==> config.mk <==
export PLATFORM = sky130hd
export DESIGN_NAME = jdp_debug_port
export DESIGN_NICKNAME = d
export VERILOG_FILES = /design/src/hdl/jdp_pkg.sv /design/src/hdl/jdp_debug_port.sv /design/src/hdl/jdp_sync.sv
export SDC_FILE = /design/constraint.sdc
export NUM_CORES = 1
export LEC_CHECK = 0
export BUFFER_PORTS_ARGS = -buffer_cell sky130_fd_sc_hd__clkbuf_2
export CAP_MARGIN = 20
export CORE_MARGIN = 10
export CORE_UTILIZATION = 57
export CTS_CLUSTER_SIZE = 28
export DETAILED_ROUTE_END_ITERATION = 8
export PLACE_DENSITY = 0.83
export SYNTH_ARGS = -nofsm -noshare
export SYNTH_HDL_FRONTEND = slang
export SYNTH_HIERARCHICAL = 1
export SYNTH_SLANG_ARGS = --single-unit
==> constraint.sdc <==
create_clock -name sys_clk -period 4.2 [get_ports sys_clk]
set_clock_uncertainty 0.1 [all_clocks]
set_input_delay 0.42 -clock sys_clk [delete_from_list [all_inputs] [get_ports sys_clk]]
set_output_delay 0.42 -clock sys_clk [all_outputs]
set_load 0.1 [all_outputs]
==> src/hdl/jdp_pkg.sv <==
// Constants, state codes and pin bundle for the test and debug-event port
package jdp_pkg;
    localparam int          IR_W         = 4;
    localparam int          DR_W         = 32;
    localparam logic [3:0]  IR_IDCODE    = 4'h2;
    localparam logic [3:0]  IR_DEBUG     = 4'h7;
    localparam logic [3:0]  IR_BYPASS    = 4'hF;
    localparam logic [3:0]  IR_CAPTURE   = 4'h1;
    // Arbitrary identification value, names no real part
    localparam logic [31:0] IDCODE_VALUE = 32'h0ABC_0001;
    localparam logic [31:0] DR_ZERO      = 32'h0000_0000;

    localparam int CLK_PERIOD_NS = 25;
    localparam int ACK_TIME_NS   = 1000;
    localparam int ACK_CYCLES    = (ACK_TIME_NS + CLK_PERIOD_NS - 1) / CLK_PERIOD_NS;

    typedef enum logic [15:0] {
        TAP_RESET     = 16'h0001,
        TAP_IDLE      = 16'h0002,
        TAP_SEL_DR    = 16'h0004,
        TAP_CAP_DR    = 16'h0008,
        TAP_SHIFT_DR  = 16'h0010,
        TAP_EXIT1_DR  = 16'h0020,
        TAP_PAUSE_DR  = 16'h0040,
        TAP_EXIT2_DR  = 16'h0080,
        TAP_UPD_DR    = 16'h0100,
        TAP_SEL_IR    = 16'h0200,
        TAP_CAP_IR    = 16'h0400,
        TAP_SHIFT_IR  = 16'h0800,
        TAP_EXIT1_IR  = 16'h1000,
        TAP_PAUSE_IR  = 16'h2000,
        TAP_EXIT2_IR  = 16'h4000,
        TAP_UPD_IR    = 16'h8000
    } jdp_tap_t;

    typedef struct packed {
        logic tck;
        logic tms;
        logic tdi;
        logic trstN;
    } jdp_pins_t;

    // Pad pull-ups idle high; clock idles low
    localparam jdp_pins_t PINS_IDLE = '{tck: 1'b0, tms: 1'b1, tdi: 1'b1, trstN: 1'b1};
endpackage : jdp_pkg

==> src/hdl/jdp_debug_port.sv <==
// Test access port and open-drain debug-event handshake
`timescale 1ns/100ps
module jdp_debug_port #(
    parameter int ACK_CYCLES = jdp_pkg::ACK_CYCLES
) (
    input  wire logic              sys_clk,
    input  wire logic              rstn,
    input  wire jdp_pkg::jdp_pins_t pinsIn,
    input  wire logic              debugEventIn,
    input  wire logic              debugResume,
    output logic                   tdoOut,
    output logic                   tdoOe_n,
    output logic                   debugEventOut,
    output logic                   debugEventOe_n,
    output logic                   debugMode
);
    import jdp_pkg::*;

    localparam int CNT_W = $clog2(ACK_CYCLES + 1);
    localparam logic [CNT_W-1:0] CNT_ZERO = '0;
    localparam logic [CNT_W-1:0] CNT_LOAD = CNT_W'(ACK_CYCLES);

    jdp_pins_t pins;
    logic      eventSync;

    jdp_sync #(
        .W   (5),
        .RST ({PINS_IDLE, 1'b1})
    ) u_sync (
        .sys_clk (sys_clk),
        .rstn    (rstn),
        .din     ({pinsIn, debugEventIn}),
        .dout    ({pins, eventSync})
    );

    function automatic jdp_tap_t tapNext(input jdp_tap_t s, input logic tms);
        case (s)
            TAP_RESET:    tapNext = tms ? TAP_RESET    : TAP_IDLE;
            TAP_IDLE:     tapNext = tms ? TAP_SEL_DR   : TAP_IDLE;
            TAP_SEL_DR:   tapNext = tms ? TAP_SEL_IR   : TAP_CAP_DR;
            TAP_CAP_DR:   tapNext = tms ? TAP_EXIT1_DR : TAP_SHIFT_DR;
            TAP_SHIFT_DR: tapNext = tms ? TAP_EXIT1_DR : TAP_SHIFT_DR;
            TAP_EXIT1_DR: tapNext = tms ? TAP_UPD_DR   : TAP_PAUSE_DR;
            TAP_PAUSE_DR: tapNext = tms ? TAP_EXIT2_DR : TAP_PAUSE_DR;
            TAP_EXIT2_DR: tapNext = tms ? TAP_UPD_DR   : TAP_SHIFT_DR;
            TAP_UPD_DR:   tapNext = tms ? TAP_SEL_DR   : TAP_IDLE;
            TAP_SEL_IR:   tapNext = tms ? TAP_RESET    : TAP_CAP_IR;
            TAP_CAP_IR:   tapNext = tms ? TAP_EXIT1_IR : TAP_SHIFT_IR;
            TAP_SHIFT_IR: tapNext = tms ? TAP_EXIT1_IR : TAP_SHIFT_IR;
            TAP_EXIT1_IR: tapNext = tms ? TAP_UPD_IR   : TAP_PAUSE_IR;
            TAP_PAUSE_IR: tapNext = tms ? TAP_EXIT2_IR : TAP_PAUSE_IR;
            TAP_EXIT2_IR: tapNext = tms ? TAP_UPD_IR   : TAP_SHIFT_IR;
            TAP_UPD_IR:   tapNext = tms ? TAP_SEL_DR   : TAP_IDLE;
            default:      tapNext = TAP_RESET;
        endcase
    endfunction : tapNext

    // Test clock edges found by the system clock
    logic tckPrev_q;
    logic tckRise;
    logic tckFall;

    always_ff @(posedge sys_clk or negedge rstn) begin
        if (!rstn) begin
            tckPrev_q <= 1'b0;
        end else begin
            tckPrev_q <= pins.tck;
        end
    end

    assign tckRise = pins.tck & ~tckPrev_q;
    assign tckFall = ~pins.tck & tckPrev_q;

    // Controller, instruction and data registers
    jdp_tap_t          state_q;
    jdp_tap_t          state_d;
    logic [IR_W-1:0]   ir_q;
    logic [IR_W-1:0]   ir_d;
    logic [IR_W-1:0]   irShift_q;
    logic [IR_W-1:0]   irShift_d;
    logic [DR_W-1:0]   drShift_q;
    logic [DR_W-1:0]   drShift_d;
    logic              bypass_q;
    logic              bypass_d;

    always_comb begin
        state_d   = state_q;
        ir_d      = ir_q;
        irShift_d = irShift_q;
        drShift_d = drShift_q;
        bypass_d  = bypass_q;
        if (!pins.trstN) begin
            state_d = TAP_RESET;
            ir_d    = IR_IDCODE;
        end else if (tckRise) begin
            state_d = tapNext(state_q, pins.tms);
            case (state_q)
                TAP_CAP_IR:   irShift_d = IR_CAPTURE;
                TAP_SHIFT_IR: irShift_d = {pins.tdi, irShift_q[IR_W-1:1]};
                TAP_CAP_DR: begin
                    drShift_d = (ir_q == IR_IDCODE) ? IDCODE_VALUE : DR_ZERO;
                    bypass_d  = 1'b0;
                end
                TAP_SHIFT_DR: begin
                    drShift_d = {pins.tdi, drShift_q[DR_W-1:1]};
                    bypass_d  = pins.tdi;
                end
                default: begin
                end
            endcase
        end else if (tckFall) begin
            case (state_q)
                TAP_RESET:  ir_d = IR_IDCODE;
                TAP_UPD_IR: ir_d = irShift_q;
                default: begin
                end
            endcase
        end
    end

    always_ff @(posedge sys_clk or negedge rstn) begin
        if (!rstn) begin
            state_q   <= TAP_RESET;
            ir_q      <= IR_IDCODE;
            irShift_q <= IR_CAPTURE;
            drShift_q <= DR_ZERO;
            bypass_q  <= 1'b0;
        end else begin
            state_q   <= state_d;
            ir_q      <= ir_d;
            irShift_q <= irShift_d;
            drShift_q <= drShift_d;
            bypass_q  <= bypass_d;
        end
    end

    // Serial output, moved on the falling edge so the far end samples a settled bit
    logic tdo_d;
    logic tdoOe_n_d;
    logic shifting;
    logic tdoSrc;

    always_comb begin
        shifting  = (state_q == TAP_SHIFT_IR) || (state_q == TAP_SHIFT_DR);
        tdoSrc    = bypass_q;
        if (state_q == TAP_SHIFT_IR) begin
            tdoSrc = irShift_q[0];
        end else if (ir_q == IR_IDCODE) begin
            tdoSrc = drShift_q[0];
        end
        tdo_d     = tdoOut;
        tdoOe_n_d = tdoOe_n;
        if (!pins.trstN) begin
            tdoOe_n_d = 1'b1;
        end else if (tckFall) begin
            tdo_d     = tdoSrc;
            tdoOe_n_d = ~shifting;
        end
    end

    always_ff @(posedge sys_clk or negedge rstn) begin
        if (!rstn) begin
            tdoOut  <= 1'b0;
            tdoOe_n <= 1'b1;
        end else begin
            tdoOut  <= tdo_d;
            tdoOe_n <= tdoOe_n_d;
        end
    end

    // Debug entry and acknowledge on the shared open-drain pin
    logic             tapDbgReq;
    logic             pinDbgReq;
    logic             enterDbg;
    logic             debugMode_d;
    logic [CNT_W-1:0] ackCnt_q;
    logic [CNT_W-1:0] ackCnt_d;
    logic             eventOe_n_d;

    assign tapDbgReq = tckFall && (state_q == TAP_UPD_IR) && (irShift_q == IR_DEBUG);
    // Own acknowledge reads back low, so the pin is ignored while in debug mode
    assign pinDbgReq = ~eventSync & ~debugMode;

    always_comb begin
        enterDbg    = (pinDbgReq || tapDbgReq) && !debugMode;
        debugMode_d = debugMode;
        ackCnt_d    = ackCnt_q;
        if (enterDbg) begin
            debugMode_d = 1'b1;
            ackCnt_d    = CNT_LOAD;
        end else begin
            if (debugResume && ackCnt_q == CNT_ZERO) begin
                debugMode_d = 1'b0;
            end
            if (ackCnt_q != CNT_ZERO) begin
                ackCnt_d = ackCnt_q - 1'b1;
            end
        end
        eventOe_n_d = (ackCnt_d == CNT_ZERO);
    end

    always_ff @(posedge sys_clk or negedge rstn) begin
        if (!rstn) begin
            debugMode      <= 1'b0;
            ackCnt_q       <= CNT_ZERO;
            debugEventOe_n <= 1'b1;
            debugEventOut  <= 1'b0;
        end else begin
            debugMode      <= debugMode_d;
            ackCnt_q       <= ackCnt_d;
            debugEventOe_n <= eventOe_n_d;
            debugEventOut  <= 1'b0;
        end
    end
endmodule : jdp_debug_port

==> src/hdl/jdp_sync.sv <==
// Two-flop synchroniser for pin inputs
`timescale 1ns/100ps
module jdp_sync #(
    parameter int             W   = 1,
    parameter logic [W-1:0]   RST = '0
) (
    input  wire logic         sys_clk,
    input  wire logic         rstn,
    input  wire logic [W-1:0] din,
    output logic      [W-1:0] dout
);
    logic [W-1:0] meta_q;

    // First stage is read by the second stage only
    always_ff @(posedge sys_clk or negedge rstn) begin
        if (!rstn) begin
            meta_q <= RST;
            dout   <= RST;
        end else begin
            meta_q <= din;
            dout   <= meta_q;
        end
    end
endmodule : jdp_sync

Word-level counts from Yosys, hierarchy flattened
Index checks and enable logic that the tools add are counted.

Add/sub/neg operators: 1. Equality and inequality tests: 22. Muxes and demuxes: 31. Bitwise operators: 8. Reductions and logical operators: 20.

Operators by type and width (count): $pmux W16 S12 (1); $mux W16 (4); $pmux W32 S2 (1); $mux W28 (1); $mux W6 (3); $mux W9 (2); $eq A16 B1 Y1 const B (1); $eq A16 B10 Y1 const B (1); $eq A16 B11 Y1 const B (1); $eq A16 B12 Y1 const B (1); $eq A16 B13 Y1 const B (1); $eq A16 B14 Y1 const B (1); $eq A16 B15 Y1 const B (1); $eq A16 B16 Y1 const B (1); $eq A16 B2 Y1 const B (1); $eq A16 B3 Y1 const B (1); $eq A16 B4 Y1 const B (1); $eq A16 B5 Y1 const B (1); $eq A16 B6 Y1 const B (1); $eq A16 B7 Y1 const B (1); $eq A16 B8 Y1 const B (1); $eq A16 B9 Y1 const B (1); $pmux W4 S2 (2); $mux W15 (1); other kinds (26) (51).

Bits in registers: 78. Bits of input ports: 8. Output and inout port bits: 5. Word-level logic and storage cells: 95.

Longest topological paths before layout
Depth in word-level cells: 8. Mapped depth: 8. Depth with buffers taken out: 7.

Cells and area by module
Netlist, hierarchy kept.

By module, submodules not included: jdp_debug_port (times used 1, cells an instance 323, area an instance 3434.5 um^2, seq. area each 1682.9 um^2); jdp_sync (times used 1, cells an instance 10, area an instance 260.2 um^2, seq. area each 260.2 um^2).

Least setup slack after synthesis
OpenSTA, ideal clock, no wires.

Kind: register to register. Start point: register state_q[12]. End point: register drShift_q[10]. Library setup time: 0.121 ns. Arrival time: 1.917 ns. Required time: 3.979 ns. Path slack: 2.062 ns. Cell stages (with the launch flop): 7. Buffers on the path: 2. Clock period less this slack: 2.138 ns. Cell sequence: dfrtp_1 buf_4 or4_4 nor4_2 nand4b_2 buf_6 a22o_1.

Word-level cells in the longest chain between the ends: 3. Elaborated cells between the ends (all ways): 5. Those cells by class: eq/ne (2); mux (1); reduce/logical (2).

RTL lines: start, declared (line jdp_debug_port.sv:75) `jdp_tap_t state_q;`; start signal, assigned (line jdp_debug_port.sv:129) `state_q <= state_d;`; $eq A16 B5 Y1 / $eq A16 B4 Y1 (equally long branches) (line jdp_debug_port.sv:97) `case (state_q)`; $reduce_bool A2 Y1 (no source line); $reduce_and A3 Y1 (no source line); end signal, assigned (line jdp_debug_port.sv:132) `drShift_q <= drShift_d;`; end, declared (line jdp_debug_port.sv:81) `logic [DR_W-1:0] drShift_q;`.

Parallel ways exist; a longest one is shown, timed or not. A chain may end at the register's enable or synchronous reset.

Worst setup path in the final report
Start point: register state_q[12]. End point: register drShift_q[15].

The elaborated chain is that of the path after synthesis.

==> flow_summary_export.csv <==
group,metric,value,unit
synth,async_flop_share,100.0,%
floorplanning,rows,29,
final_layout,nets,341,
grt,grt_pass1_vias,2446,
final_layout,final_layout_size_suffix_gt1_share,15.77,%
synth,synthDominantCellAreaShare,43.35,%
route,wl,6518,um
synth,synth.area.top_cells,"dfrtp_1 43%, dfstp_2 9.2%, a22o_1 5.7%",
timing,finalCriticalPeriod,2.901,ns
timing,hold_viol,0,
setup_path,crit_buf_inv,0,
synth,yosys_register_bits,77,
synth,synth-seq-area-share,52.59,%
pwr,leakagePower,1.708,nW
route,route.detailed.drc,0,
hold_path,hp-class,"in2reg",
route,num_vias,2475,
setup_path,slowest_stage,"nand4b_2",
floorplanning,dieHeight,100.5,um
setup_path,start_kind,"register",
timing,fin_tns_setup,0,ns
timing,rsz0062_at_grt,"false",
setup_path,cp_cell_sequence,"or4_4 > nor4_2 > nand4b_2 > a22o_1",
cts,cts_root_buf,"clkbuf_8",
grt,grt_pass1_wl,11520,um
floorplanning,die_w,100.5,um
place,dp_hpwl,4395,um
grt,grt_max_degree,78,
setup_path,crit_required,4.34,ns
synth,synth_edf_count,0,
flow_run,max-cap-violations,0,
route,vias_per_cell,5.993,
synth,synth_commonest_cells,"64 x dfrtp_1, 31 x nand2_1, 24 x a22o_1",
cts,ctsHoldBuffers,0,
setup_path,r2r_setup_slack,1.30,ns
route,first_iter_violations,182,
cts,clock_sinks,77,
route,final_antenna_net_count,0,
synth,syn_area,3695,um^2
cts,cts_tree,"built",
timing,setup_viol,0,
outcome,outcome,"finished clean",
synth,syn_avg_cell_area,11.10,um^2
place,portBuffers,11,
setup_path,endpoint_kind,"register",
pwr,vdd_drop_max,386.5,uV
synth,syn_inst,333,
timing,slew_viol_final,0,
final_layout,utilization,60.23,%
route,wl_per_cell,15.78,um
synth,ys.flop_type,"dfrtp_1",
cts,post_cts_resized,0,
grt,grt_overflow,0,
timing,worst_slew_margin_rel,37.79,%
floorplanning,start_util,58.52,%
synth,synth.largest_area_cell,"dfrtp_1",
cts,path_clk_slew,0.09,ns
place,dp.cells,397,
cts,cts_inserted_buffers,9,
final_layout,stdcell_count,413,
synth,syn_nets,343,
floorplanning,io_pins,13,
synth,yosysUniqueCellTypes,57,
cts,h-tree-depth,3,
synth,yosysWarnings,6,
timing,fin_crit_sh,69.08,%
timing,worstMarginPinSlew,0.9331,ns
setup_path,max_stage_delay,0.76,ns
floorplanning,die-area,10100,um^2
cts,post_cts_buffers,0,
setup_path,cp_max_fo,40,
pwr,p_per_area,421.4,nW/um^2
final_layout,area_growth,2.912,%
synth,synth.most_common_cell,"dfrtp_1",
setup_path,crit_arrival,3.04,ns
place,gp_congestion,0.9040,
cts,clk_latency,0.35,ns
setup_path,crit_family,"simple AND/OR/NAND/NOR gates",
grt,groute.usage.overall,13.84,%
floorplanning,coreArea,6314,um^2
setup_path,path_class,"reg2reg",
cts,cts_buffer_depth,2,
route,firstDrtPassIters,4,
final_layout,diodes,0,
grt,grt_antenna_before_repair,0,
timing,fmax,344.7,MHz
[logic make-up after synthesis]
| family | Yosys count | synth area share (%) |
|---|---|---|
| mux | 2 | 0.5757 |
| other cells | 1 | 0.1015 |
| simple gates | 114 | 19.17 |
| compound gates | 90 | 16.59 |
| xor+xnor | 12 | 2.845 |
| flops | 77 | 52.59 |
| buf+inv | 35 | 7.450 |
| fa+ha+maj | 2 | 0.6772 |
[through the flow]
step	worst slack, ns	area (um^2)	hold WS (ns)	power (mW)
3_5_place_dp	1.283	3615	0.2480	1.087
4_1_cts	1.296	3802	0.02948	1.616
5_1_grt	1.076	3802	0.02470	1.684
2_1_floorplan	2.062	3695	0.02441	1.028
3_3_place_gp	1.349	3615	0.2462	1.075
6_report	1.299	3802	0.04502	1.602
[state kept, by name, summed over array words and instances, names as in the netlist]
name / flops
tckPrev_q: 1
debugEventOe_n: 1
u_sync/meta_q: 5
irShift_q: 4
u_sync/dout: 5
debugMode: 1
ackCnt_q: 6
drShift_q: 32
tdoOe_n: 1
state_q: 16
tdoOut: 1
ir_q: 4
[final timing paths]
path                                   from                to  cells past startpoint
setup / recovery                state_q[12]     drShift_q[15]                      4
hold / removal                    pinsIn[2]  u_sync/meta_q[3]                      1
setup reg to reg                state_q[12]     drShift_q[15]                      4
hold reg to reg            u_sync/meta_q[1]    u_sync/dout[1]                      0
max in group asynchronous              rstn        state_q[2]                      1
min in group asynchronous              rstn       state_q[13]                      1
[layer usage]
layer	track usage [%]	part of all wire, %
met1	19.22	49
met3	3.086	4.6
met5	0	0
met2	20.18	45
met4	6.196	1.2
[placed cells by master, fill, tap and decap left out, types with 5 or more instances in the layout]
cell type / instances
inv_1: 11
o21ai_1: 8
dfstp_2: 13
clkbuf_2: 10
dfrtp_1: 64
nor3_1: 11
a21o_1: 5
nand4_1: 6
nand2_1: 31
clkbuf_8: 9
o21ai_0: 20
xnor2_1: 8
nor2_1: 16
a22o_1: 24
a21oi_1: 12
[area by class of cell]
class / count / area (um^2)
fill: 522 / 2511
sequential: 77 / 1943
multi-input combinational: 221 / 1476
clock buffer: 9 / 123.9
tap: 77 / 96.34
clock inverter: 7 / 63.81
timing repair buffer: 11 / 57.56
inverter: 11 / 41.29
[power by group]
group / switching (mW) / internal (mW) / leakage [nW] / total [mW]
clock network: 0.301 / 0.228 / 0.0903 / 0.528
registers: 0.0498 / 0.789 / 1.01 / 0.839
logic: 0.142 / 0.0935 / 0.612 / 0.235
total: 0.492 / 1.11 / 1.71 / 1.60
Note: power is estimated with default switching activity, not from simulation.
